==> src/lcd_frame_data_defines.svh <==
// Constants of the frame-data, palette and status block
`ifndef LCD_FRAME_DATA_DEFINES_SVH
`define LCD_FRAME_DATA_DEFINES_SVH

// ============================================================
// Bits per pixel codes
`define LCD_BPP_1 2'h0
`define LCD_BPP_2 2'h1
`define LCD_BPP_4 2'h2
`define LCD_BPP_8 2'h3

// ============================================================
// Status, mask and interrupt bit positions
`define LCD_ST_UNDERRUN 0
`define LCD_ST_NEXT_BASE 1
`define LCD_ST_DMA_DONE 2
`define LCD_ST_STOPPED 3
`define LCD_ST_WIDTH 4
`define LCD_ST_RESET 4'h0

// ============================================================
// Widths and reset values
`define LCD_ADDR_LOW_BITS 6
`define LCD_ADDR_RESET 32'h00000000
`define LCD_PIXEL_WIDTH 12
`define LCD_BUF_DEPTH 2

`endif

==> src/lcd_frame_pkg.sv <==
// Types of the frame-data, palette and status block
package lcd_frame_pkg;
	typedef enum logic [0:0] {
		UNPACK_EMPTY,
		UNPACK_HOLD
	} unpack_state_e;
	typedef logic [11:0] pixel_t;
	typedef logic [3:0] status_t;
endpackage : lcd_frame_pkg

==> src/lcd_stream_if.sv <==
// Valid/ready pixel stream between the unpacker, buffer and panel side
`timescale 1ns/1ps
`default_nettype none
interface lcd_stream_if #(parameter int WIDTH = 12);
	logic valid;
	logic ready;
	logic [WIDTH-1:0] data;
	modport src (output valid, output data, input ready);
	modport snk (input valid, input data, output ready);
endinterface : lcd_stream_if
`default_nettype wire

==> src/lcd_frame_data_and_status.sv <==
// Frame base pointer, pixel unpack and palette, enable sequencing and status flags
`timescale 1ns/1ps
`default_nettype none
`include "lcd_frame_data_defines.svh"
module lcd_frame_data_and_status #(
	parameter int BUF_DEPTH = `LCD_BUF_DEPTH
) (
	input wire logic clk, // 25 MHz block clock
	input wire logic rstn, // Asynchronous active-low reset
	input wire logic controllerEnable, // Controller enable
	input wire logic panelPowerEnable, // Panel power enable
	input wire logic monoSelect, // 1 mono, 0 colour
	input wire logic [1:0] bitsPerPixel, // 0:1 1:2 2:4 3:8 bpp
	input wire logic pixelOrderSelect, // 0 first pixel in MSBs
	input wire logic [31:0] frameBaseAddress, // Frame buffer base
	input wire logic [31:0] redPalette, // Red palette, mono low palette
	input wire logic [31:0] greenPalette, // Green palette, mono high palette
	input wire logic [15:0] bluePalette, // Blue palette
	input wire logic [3:0] displayStatusMask, // Interrupt mask
	input wire logic [3:0] statusClear, // Write-one-to-clear pulses
	input wire logic fetchValid, // Frame byte available
	input wire logic [7:0] fetchByte, // Frame byte, little endian order
	output logic fetchReady, // Byte accepted
	input wire logic panelClk, // Panel pixel clock pin
	input wire logic frameStart, // Frame start level from timing
	input wire logic frameEnd, // Frame end level from timing
	output logic [31:0] currentAddress, // Current frame pointer
	output logic [11:0] panelPixel, // Translated pixel R,G,B
	output logic pixelStrobe, // One-cycle pulse per new pixel
	output logic panelPowerOn, // Panel power control
	output logic running, // Controller active
	output logic [3:0] displayStatus, // Sticky status flags
	output logic [3:0] displayInterruptFlags, // Status AND mask
	output logic interrupt // OR of interrupt flags
);
	// ============================================================
	// Reset release and pin synchronisers
	logic rstMeta, rstSync;
	always_ff @(posedge clk or negedge rstn) begin
		if (!rstn) begin
			rstMeta <= 1'b0;
			rstSync <= 1'b0;
		end else begin
			rstMeta <= 1'b1;
			rstSync <= rstMeta;
		end
	end

	logic [2:0] pinMeta, pinSync, pinLast;
	always_ff @(posedge clk or negedge rstSync) begin
		if (!rstSync) begin
			pinMeta <= 3'h0;
			pinSync <= 3'h0;
			pinLast <= 3'h0;
		end else begin
			pinMeta <= {frameEnd, frameStart, panelClk};
			pinSync <= pinMeta;
			pinLast <= pinSync;
		end
	end
	logic clkEdge, startEv, endEv;
	assign clkEdge = pinSync[0] && !pinLast[0];
	assign startEv = pinSync[1] && !pinLast[1];
	assign endEv = pinSync[2] && !pinLast[2];

	// ============================================================
	// Run control, base pointer and status flags
	lcd_frame_pkg::status_t next_displayStatus, events;
	logic next_running, underrun;
	logic [31:0] next_currentAddress;

	always_comb begin
		events = `LCD_ST_RESET;
		next_running = running;
		next_currentAddress = currentAddress;
		if (startEv && (controllerEnable || running)) begin
			next_running = 1'b1;
			// Top bit forced low, low bits kept as written
			next_currentAddress = {1'b0, frameBaseAddress[30:0]};
			events[`LCD_ST_NEXT_BASE] = 1'b1;
		end
		if (endEv && running) begin
			events[`LCD_ST_DMA_DONE] = 1'b1;
			if (!controllerEnable) begin
				next_running = 1'b0;
				events[`LCD_ST_STOPPED] = 1'b1;
			end
		end
		events[`LCD_ST_UNDERRUN] = underrun;
		// Hardware set wins over a simultaneous clear
		next_displayStatus = (displayStatus & ~statusClear) | events;
	end

	always_ff @(posedge clk or negedge rstSync) begin
		if (!rstSync) begin
			running <= 1'b0;
			currentAddress <= `LCD_ADDR_RESET;
			displayStatus <= `LCD_ST_RESET;
			panelPowerOn <= 1'b0;
		end else begin
			running <= next_running;
			currentAddress <= next_currentAddress;
			displayStatus <= next_displayStatus;
			panelPowerOn <= controllerEnable && panelPowerEnable;
		end
	end

	assign displayInterruptFlags = displayStatus & displayStatusMask;
	assign interrupt = |displayInterruptFlags;

	// ============================================================
	// Pixel selection and palette translation
	function automatic logic [7:0] pickPixel(input logic [7:0] b, input logic [1:0] bpp,
		input logic [2:0] idx, input logic order);
		logic [2:0] s1;
		logic [1:0] s2;
		logic s4;
		s1 = order ? idx : 3'h7 - idx;
		s2 = order ? idx[1:0] : 2'h3 - idx[1:0];
		s4 = order ? idx[0] : ~idx[0];
		unique case (bpp)
			`LCD_BPP_1: pickPixel = {7'h00, b[s1]};
			`LCD_BPP_2: pickPixel = {6'h00, b[{s2, 1'b0} +: 2]};
			`LCD_BPP_4: pickPixel = {4'h0, b[{s4, 2'h0} +: 4]};
			`LCD_BPP_8: pickPixel = b;
		endcase
	endfunction : pickPixel

	function automatic lcd_frame_pkg::pixel_t translate(input logic [7:0] v, input logic [1:0] bpp,
		input logic mono, input logic [31:0] redP, input logic [31:0] greenP, input logic [15:0] blueP);
		logic [3:0] r, g, bl;
		if (mono) begin
			// Values 0-7 from low palette, 8-15 from high
			// Mono 1/2 bpp values never exceed 3; blue is never read
			g = v[3] ? greenP[{v[2:0], 2'h0} +: 4] : redP[{v[2:0], 2'h0} +: 4];
			translate = {g, g, g};
		end else if (bpp == `LCD_BPP_8) begin
			r = redP[{v[7:5], 2'h0} +: 4];
			g = greenP[{v[4:2], 2'h0} +: 4];
			bl = blueP[{v[1:0], 2'h0} +: 4];
			translate = {r, g, bl};
		end else begin
			r = redP[{v[2:0], 2'h0} +: 4];
			g = greenP[{v[2:0], 2'h0} +: 4];
			bl = blueP[{v[1:0], 2'h0} +: 4];
			translate = {r, g, bl};
		end
	endfunction : translate

	// ============================================================
	// Byte unpacker feeding the pixel buffer
	lcd_stream_if #(.WIDTH(`LCD_PIXEL_WIDTH)) toBuf ();
	lcd_stream_if #(.WIDTH(`LCD_PIXEL_WIDTH)) fromBuf ();

	lcd_frame_pkg::unpack_state_e state, next_state;
	logic [7:0] heldByte, next_heldByte, curPixel;
	logic [2:0] pixIdx, next_pixIdx, lastIdx;

	always_comb begin
		unique case (bitsPerPixel)
			`LCD_BPP_1: lastIdx = 3'h7;
			`LCD_BPP_2: lastIdx = 3'h3;
			`LCD_BPP_4: lastIdx = 3'h1;
			`LCD_BPP_8: lastIdx = 3'h0;
		endcase
	end

	assign fetchReady = running && (state == lcd_frame_pkg::UNPACK_EMPTY);
	assign toBuf.valid = (state == lcd_frame_pkg::UNPACK_HOLD);
	assign curPixel = pickPixel(heldByte, bitsPerPixel, pixIdx, pixelOrderSelect);
	assign toBuf.data = translate(curPixel, bitsPerPixel, monoSelect, redPalette, greenPalette, bluePalette);

	always_comb begin
		next_state = state;
		next_heldByte = heldByte;
		next_pixIdx = pixIdx;
		unique case (state)
			lcd_frame_pkg::UNPACK_EMPTY: begin
				if (fetchValid && fetchReady) begin
					next_heldByte = fetchByte;
					next_pixIdx = 3'h0;
					next_state = lcd_frame_pkg::UNPACK_HOLD;
				end
			end
			lcd_frame_pkg::UNPACK_HOLD: begin
				if (toBuf.ready) begin
					next_pixIdx = pixIdx + 3'h1;
					if (pixIdx >= lastIdx) begin
						next_state = lcd_frame_pkg::UNPACK_EMPTY;
					end
				end
			end
		endcase
	end

	always_ff @(posedge clk or negedge rstSync) begin
		if (!rstSync) begin
			state <= lcd_frame_pkg::UNPACK_EMPTY;
			heldByte <= 8'h00;
			pixIdx <= 3'h0;
		end else begin
			state <= next_state;
			heldByte <= next_heldByte;
			pixIdx <= next_pixIdx;
		end
	end

	lcd_pixel_buffer #(.WIDTH(`LCD_PIXEL_WIDTH), .DEPTH(BUF_DEPTH)) pixelBuffer (
		.clk(clk),
		.rstn(rstSync),
		.fill(toBuf),
		.drain(fromBuf)
	);

	// ============================================================
	// Panel side: one pixel per panel clock rising edge
	logic take;
	logic [11:0] next_panelPixel;
	assign take = clkEdge && running;
	assign fromBuf.ready = take;
	assign underrun = take && !fromBuf.valid;

	always_comb begin
		next_panelPixel = panelPixel;
		if (take && fromBuf.valid) begin
			next_panelPixel = fromBuf.data;
		end
	end

	always_ff @(posedge clk or negedge rstSync) begin
		if (!rstSync) begin
			panelPixel <= 12'h000;
			pixelStrobe <= 1'b0;
		end else begin
			panelPixel <= next_panelPixel;
			pixelStrobe <= take && fromBuf.valid;
		end
	end
endmodule : lcd_frame_data_and_status
`default_nettype wire

==> src/lcd_pixel_buffer.sv <==
// Small pixel FIFO with valid and ready on both sides
`timescale 1ns/1ps
`default_nettype none
module lcd_pixel_buffer #(
	parameter int WIDTH = 12,
	parameter int DEPTH = 2
) (
	input wire logic clk, // Block clock
	input wire logic rstn, // Synchronised active-low reset
	lcd_stream_if.snk fill, // Filling side
	lcd_stream_if.src drain // Draining side
);
	localparam int PW = (DEPTH > 1) ? $clog2(DEPTH) : 1;
	localparam int CW = $clog2(DEPTH + 1);
	localparam logic [CW-1:0] FULL = CW'(DEPTH);
	localparam logic [PW-1:0] LAST = PW'(DEPTH - 1);

	logic [WIDTH-1:0] mem [DEPTH];
	logic [PW-1:0] wrPtr, next_wrPtr, rdPtr, next_rdPtr;
	logic [CW-1:0] count, next_count;
	logic push, pop;

	assign fill.ready = (count != FULL);
	assign drain.valid = (count != '0);
	assign drain.data = mem[rdPtr];
	assign push = fill.valid && fill.ready;
	assign pop = drain.valid && drain.ready;

	always_comb begin
		next_wrPtr = wrPtr;
		next_rdPtr = rdPtr;
		next_count = count;
		if (push) begin
			next_wrPtr = (wrPtr == LAST) ? '0 : wrPtr + 1'b1;
		end
		if (pop) begin
			next_rdPtr = (rdPtr == LAST) ? '0 : rdPtr + 1'b1;
		end
		if (push && !pop) begin
			next_count = count + 1'b1;
		end else if (pop && !push) begin
			next_count = count - 1'b1;
		end
	end

	always_ff @(posedge clk or negedge rstn) begin
		if (!rstn) begin
			wrPtr <= '0;
			rdPtr <= '0;
			count <= '0;
		end else begin
			wrPtr <= next_wrPtr;
			rdPtr <= next_rdPtr;
			count <= next_count;
		end
	end

	// Storage has no reset; entries are only read once written
	always_ff @(posedge clk) begin
		if (push) begin
			mem[wrPtr] <= fill.data;
		end
	end
endmodule : lcd_pixel_buffer
`default_nettype wire

==> config.mk <==
export PLATFORM = sky130hd
export DESIGN_NAME = lcd_frame_data_and_status
export DESIGN_NICKNAME = d
export VERILOG_FILES = /design/src/lcd_frame_pkg.sv /design/src/lcd_stream_if.sv /design/src/lcd_frame_data_and_status.sv /design/src/lcd_pixel_buffer.sv
export VERILOG_INCLUDE_DIRS = /design/src /design/src/src
export SDC_FILE = /design/constraint.sdc
export NUM_CORES = 1
export LEC_CHECK = 0
export ABC_AREA = 1
export BUFFER_PORTS_ARGS = -buffer_cell sky130_fd_sc_hd__buf_2
export CAP_MARGIN = 15
export CORE_MARGIN = 5
export CORE_UTILIZATION = 45
export CTS_CLUSTER_DIAMETER = 60
export DETAILED_ROUTE_END_ITERATION = 10
export GPL_TIMING_DRIVEN = 0
export PLACE_DENSITY = 0.72
export SLEW_MARGIN = 20
export SYNTH_ARGS = -nofsm -noshare
export SYNTH_HDL_FRONTEND = slang
export SYNTH_SLANG_ARGS = --single-unit
==> constraint.sdc <==
create_clock -name clk -period 4.7 [get_ports clk]
set_input_delay 0.705 -clock clk [delete_from_list [all_inputs] [get_ports clk]]
set_output_delay 0.705 -clock clk [all_outputs]
set_load 0.02 [all_outputs]
-- Word-level counts from Yosys, hierarchy flattened
Memories as Yosys holds them, arrays and structs flattened. A register that Yosys moved wholly into a read port is not among the register bits.
Index checks and enable logic that the tools add are counted.
W data, S select, Z words.
- bits in registers: 65
- memories: 1
- RAM bits: 24
- output and inout bits: 57
- logic and storage cells: 102
- memories (name ; words ; bits a word ; read ports ; clocked after Yosys merged registers in ; wr ports ; RTL line ; source):
    pixelBuffer.mem ; 2 ; 12 ; 1 ; 1 ; 1 ; lcd_pixel_buffer.sv:18 ; logic [WIDTH-1:0] mem [DEPTH];
- shift-type cells: 7
- order comparisons: 2
- equality and inequality tests: 6
- $add $sub $neg: 7
- reduce and logical (&&, ||, !) cells: 28
- bitwise gates (word level): 6
- muxes and demuxes: 29
- operators by type and width (cell ; count):
    $shiftx A32 B6 Y4 ; 4
    $pmux W8 S4 ; 1
    $mux W12 ; 2
    $shiftx A16 B5 Y4 ; 1
    $logic_and A1 B1 Y1 ; 14
    $mux W1 ; 14
    $pmux W3 S4 ; 1
    $mux W3 ; 3
    $and A4 B4 Y4 ; 2
    $mux W2 ; 4
    $shiftx A8 B4 Y2 ; 1
    $shiftx A8 B4 Y4 ; 1
    $logic_not A1 Y1 ; 7
    $pmux W3 S2 ; 1
    $eq A2 B2 Y1 const B ; 2
    $lt A3 B4 Y1 const B ; 1
    $mux W4 ; 1
    $ne A2 B1 Y1 const B ; 2
    $not A4 Y4 ; 1
    $or A4 B4 Y4 ; 1
    $reduce_and A2 Y1 ; 2
    $reduce_bool A2 Y1 ; 2
    $reduce_or A4 Y1 ; 1
    $add A3 B1 Y3 const B ; 1
    other kinds (13) ; 15

-- Longest topological paths before layout
- depth in word-level cells: 8
- gate-level depth with buffers: 18

-- Cells and area by module
A second synthesis with hierarchy kept.
- cells, all modules: 853
- area total of the unflattened synthesis: 6068.3 um^2
- by module, submodules not included (module ; cells an instance ; instances ; area each (um^2)):
    lcd_frame_data_and_status ; 762 ; 1 ; 4948.5
    lcd_pixel_buffer ; 91 ; 1 ; 1119.8

-- Worst setup path before layout
No wires, ideal clock.
- kind: input -> register
- from: input port pixelOrderSelect
- to: memory pixelBuffer.mem[0][0], data pin
- required time: 4.443 ns
- library setup time: 0.257 ns
- buffers on the path: 2
- stages on the path: 18
- setup slack: 2.390 ns
- arrival time: 2.052 ns
- path through: buf_6 > inv_2 > nand2_4 > nand2_4 > nand2_1 > nand3_1 > nand3_1 > nand2_1 > nand2_4 > nand2_4 > buf_6 > nand2_1 > nand3_1 > nand3_1 > nand2_1 > nand2_1 > nand3_2 > nand2_1
- cells in the longest elaborated chain, start to end: 7
- elaborated cells between the ends (all ways): 14
- those cells by class: shift: 5; mux: 9
- RTL lines (what ; RTL line ; source):
    start: declaration ; lcd_frame_data_and_status.sv:14 ; input wire logic pixelOrderSelect,
    $mux W3 ; lcd_frame_data_and_status.sv:118 ; s1 = order ? idx : 3'h7 - idx;
    $bmux W1 S3 ; lcd_frame_data_and_status.sv:122 ; `LCD_BPP_1: pickPixel = {7'h00, b[s1]};
    $mux W1 (implied by the code) ; lcd_frame_data_and_status.sv:122 ;
    $pmux W8 S4 * ; lcd_frame_data_and_status.sv:121 ; unique case (bpp)
    $shiftx A32 B6 Y4 / $shiftx A16 B5 Y4 (equally long branches) ; lcd_frame_data_and_status.sv:135, lcd_frame_data_and_status.sv:140, lcd_frame_data_and_status.sv:145 ;
    $mux W4 / $mux W12 (equally long branches) ; lcd_frame_data_and_status.sv:135, lcd_frame_data_and_status.sv:137 ;
    $mux W12 * ; lcd_frame_data_and_status.sv:132 ; if (mono) begin
    net pixelBuffer.fill.data[0] ; lcd_stream_if.sv:9 ; modport snk (input valid, input data, output ready);
    end: declaration ; lcd_pixel_buffer.sv:18 ;
The timed path passes the listed nets; every way through them passes the cells marked *. The select of a mux whose other input is x is not followed.

-- Final worst setup path
- from: register heldByte[5]
- to: memory pixelBuffer.mem[0][10], data pin
- cells in the longest elaborated chain, start to end: 6
- elaborated cells between the ends (all ways): 11
- those cells by class: shift: 5; mux: 6
- RTL lines (what ; RTL line ; source):
    start: declaration ; lcd_frame_data_and_status.sv:156 ; logic [7:0] heldByte, next_heldByte, curPixel;
    start signal: assignment ; lcd_frame_data_and_status.sv:203 ; heldByte <= next_heldByte;
    $bmux W1 S3 ; lcd_frame_data_and_status.sv:122 ;
    $mux W1 (implied by the code) ; lcd_frame_data_and_status.sv:122 ;
    $pmux W8 S4 * ; lcd_frame_data_and_status.sv:121 ;
    $shiftx A32 B6 Y4, on equally long branches ; lcd_frame_data_and_status.sv:135, lcd_frame_data_and_status.sv:143 ;
    $mux W12 / $mux W4 (equally long branches) ; lcd_frame_data_and_status.sv:137, lcd_frame_data_and_status.sv:135 ;
    $mux W12 * ; lcd_frame_data_and_status.sv:132 ;
    net pixelBuffer.fill.data[10] ; lcd_stream_if.sv:9 ;
Marked as above.

==> results_dict.tcl <==
set metrics [dict create \
    outcome "complete, no violations" \
    numPortBuffers 193 \
    path_common_cell "nand2_1" \
    syn_avg_cell_area_um2 7.218 \
    cts.clk_slew.worst_paths_ns 0.07 \
    place_congestion 0.9430 \
    cts_tree "done" \
    cap_violations 0 \
    core-area_um2 13090 \
    antenna_found_initial 0 \
    die-area_um2 15600 \
    io_pins 197 \
    slew-limit-headroom_pct 29.28 \
    die_h_um 124.9 \
    cp_max_fo 10 \
    ff2ff_setup_slack_ns 2.14 \
    holdBufCountCts 0 \
    max_stage_delay_ns 0.42 \
    power.leakage_uw 0.004164 \
    syn_to_final_growth_pct 25.80 \
    fin_util_pct 57.11 \
    slowest_stage "nor2_2" \
    synth_edf_count 24 \
    n_fill_cell 1243 \
    drc 0 \
    num_rows 42 \
    required_ns 4.89 \
    clock_latency_ns 0.34 \
    postCtsSetupBuffers 0 \
    grt_max_degree 45 \
    syn-cell-area_um2 5941 \
    setup_violations 0 \
    cts_buffers 9 \
    synth-main-ff-cell "dfrtp_1" \
    synth_top_area_share_pct 32.43 \
    ys_ff_latch 101 \
    rsz0062_at_grt "false" \
    drt_iter0_markers 447 \
    cts_buffer_depth 2 \
    ctsResizeCount 0 \
    grt_pass1_wl_um 27860 \
    hpwlAfterDp_um 13170 \
    drive_gt1_share_pct 24.01 \
    ir_drop_uv 234.7 \
    final_cell_area_um2 7473 \
    wirelength_um 16780 \
    powerDensity_nw_per_um2 532.2 \
    fp.dieW_um 124.9 \
    synth.distinct_cells 31 \
    ant_nets 0 \
    setup-tns-final_ns 0 \
    syn_inst 823 \
    crit_chain "buf_2 > inv_1 > nor2_2 > inv_1 > clkbuf_1 > nand2_1 > a32o_1 > nand2_1 > nand2_1 > inv_1 > nand2_1 > nand2_1 > nand2_1" \
    cts_root_buf "clkbuf_16" \
    fin_crit_ns 2.558 \
    ys_seq_area_share_pct 44.57 \
    synth_top_area_cell "dfrtp_1" \
    worstMarginPinSlew_ns 1.057 \
    grt_use_total_pct 21.22 \
    hold_viol_final 0 \
    crit_path_start_kind "flip-flop" \
    synthArstFlopShare_pct 76.24 \
    num_vias 5953 \
    r2r_end "pixelBuffer.mem[0][10]" \
    ys_top_cells_by_area "dfrtp_1 32%, nand2_1 19%, edfxtp_1 12%" \
    grt_overflow 0 \
    placed_area_um2 7158 \
    via_per_inst 4.924 \
    syn_nets 968 \
    dr.pass1.iters 6 \
    r2r_start "heldByte[5]" \
    nNetsFinal 1173 \
    cp.arrival_ns 2.75 \
    critPathCaptureType "flip-flop" \
    wl_per_cell_um 13.88 \
    timing.final.max_slew_violations 0 \
    htreeDepth 3 \
    grt_pass1_vias 5754 \
    hold_path.class "input port to async pin" \
    yosys_warnings 0 \
    path_class "flip-flop to flip-flop" \
    rr_worst_depth 13 \
    clock_skew_ns 0.007242 \
    antenna-diode-count 0 \
    cts.sinks 101 \
    start_util_pct 45.40 \
    max_freq_mhz 391.0 \
    post-route-period-util_pct 54.42 \
]
==> worst max-delay path, delay by kind of cell (launching register included) <==
family                 cells  cell delay (ns)
AOI/OAI and AO/OA          1             0.20
buffers and inverters      5             0.96
and+or+nand+nor            7             0.93
DFF                        1             0.32
==> cells in the final DEF, fill, tap and decap left out, drive strengths merged <==
cell and instances:
conb 2, dfrtp 77, clkbuf 27, bufinv 1, xor2 5, ha 5
a31oi 12, or3 1, a21oi 11, inv 114, clkinv 1, nand3 129
a32o 8, o32ai 1, buf 218, o22ai 5, o21a 1, nand2 307
edfxtp 24, nand4 1, nand3b 4, o21ai 31, o211ai 6, nor2 40
xnor2 2
==> cells in the mapped netlist (6+ instances only) <==
cell      count
edfxtp_1     24
inv_1       108
clkbuf_1     16
dfrtp_1      77
a21oi_1      11
nand3_1     125
a31oi_1      12
buf_2        10
nand2_1     301
o21ai_0      28
buf_4         9
o211ai_1      6
nor2_1       39
a32o_1        8
==> cell families (layout without fill, tap and decap cells) <==
kind of cell    count (synthesis)  count (layout)  share of synthesized area [%]
buf+inv                       151             361                          10.95
xor+xnor                        7               7                          1.032
other cells                     2               2                         0.1264
simple gates                  482             482                          34.56
flops                         101             101                          44.57
compound gates                 75              75                          7.708
fa+ha+maj                       5               5                          1.053
==> state kept, by name, summed over array words and instances (netlist names), 2 cells and up <==
name and count:
pixelBuffer.mem 24, displayStatus 4, pixelBuffer.count 2, currentAddress 31
pinMeta 3, pixIdx 3, heldByte 8, panelPixel 12
pinLast 3, pinSync 3
==> metal layers <==
metal	share of wire (%)	up-vias	track usage [%]
met5	0	-	0
met4	1.4	0	5.548
met3	8.2	19	3.645
met2	46	271	34.41
met1	44	2634	29.61
li1	-	3029	-
==> area by class of cell <==
type	count	area (um^2)	area share (%)
buffer	40	234.0	3.131
clock buffer	11	254.0	3.399
clock inverter	5	61.31	0.8204
inverter	111	416.7	5.575
multi-input combinational	571	2643	35.36
sequential	101	2651	35.48
tap	176	220.2	2.947
timing repair buffer	194	993.5	13.29
==> how the worst max path moves through the flow <==
| stage | to | slack [ns] | startpoint |
|---|---|---|---|
| 3_3_place_gp | heldByte[3] | 1.55 | rstSync |
| 2_1_floorplan | pixelBuffer.mem[0][0] | 2.39 | pixelOrderSelect |
| 6_report | pixelBuffer.mem[0][10] | 2.14 | heldByte[5] |
| 4_1_cts | pixelBuffer.mem[0][10] | 2.21 | heldByte[5] |
| 3_5_place_dp | pixelBuffer.mem[1][10] | 1.85 | bitsPerPixel[1] |
| 5_1_grt | pixelBuffer.mem[1][1] | 1.98 | pixIdx[0] |
==> per-stage QoR <==
| stage | cells | hold WS (ns) | total power (uW) | worst slack, ns |
|---|---|---|---|---|
| global placement | 1192 | 0.3356 | 3181 | 1.549 |
| finish | 1209 | 0.1383 | 3977 | 2.142 |
| detailed placement | 1193 | 0.2886 | 3211 | 1.849 |
| global route | 1209 | 0.1247 | 4282 | 1.976 |
| CTS | 1209 | 0.1233 | 3998 | 2.207 |
| floorplan | 823 | 0.3312 | 2647 | 2.390 |
==> where the power goes <==
part / switching (uW) / internal, uW
logic: 1230 / 631
clock network: 324 / 450
registers: 131 / 1210
Power figures use the tool's default switching activity.
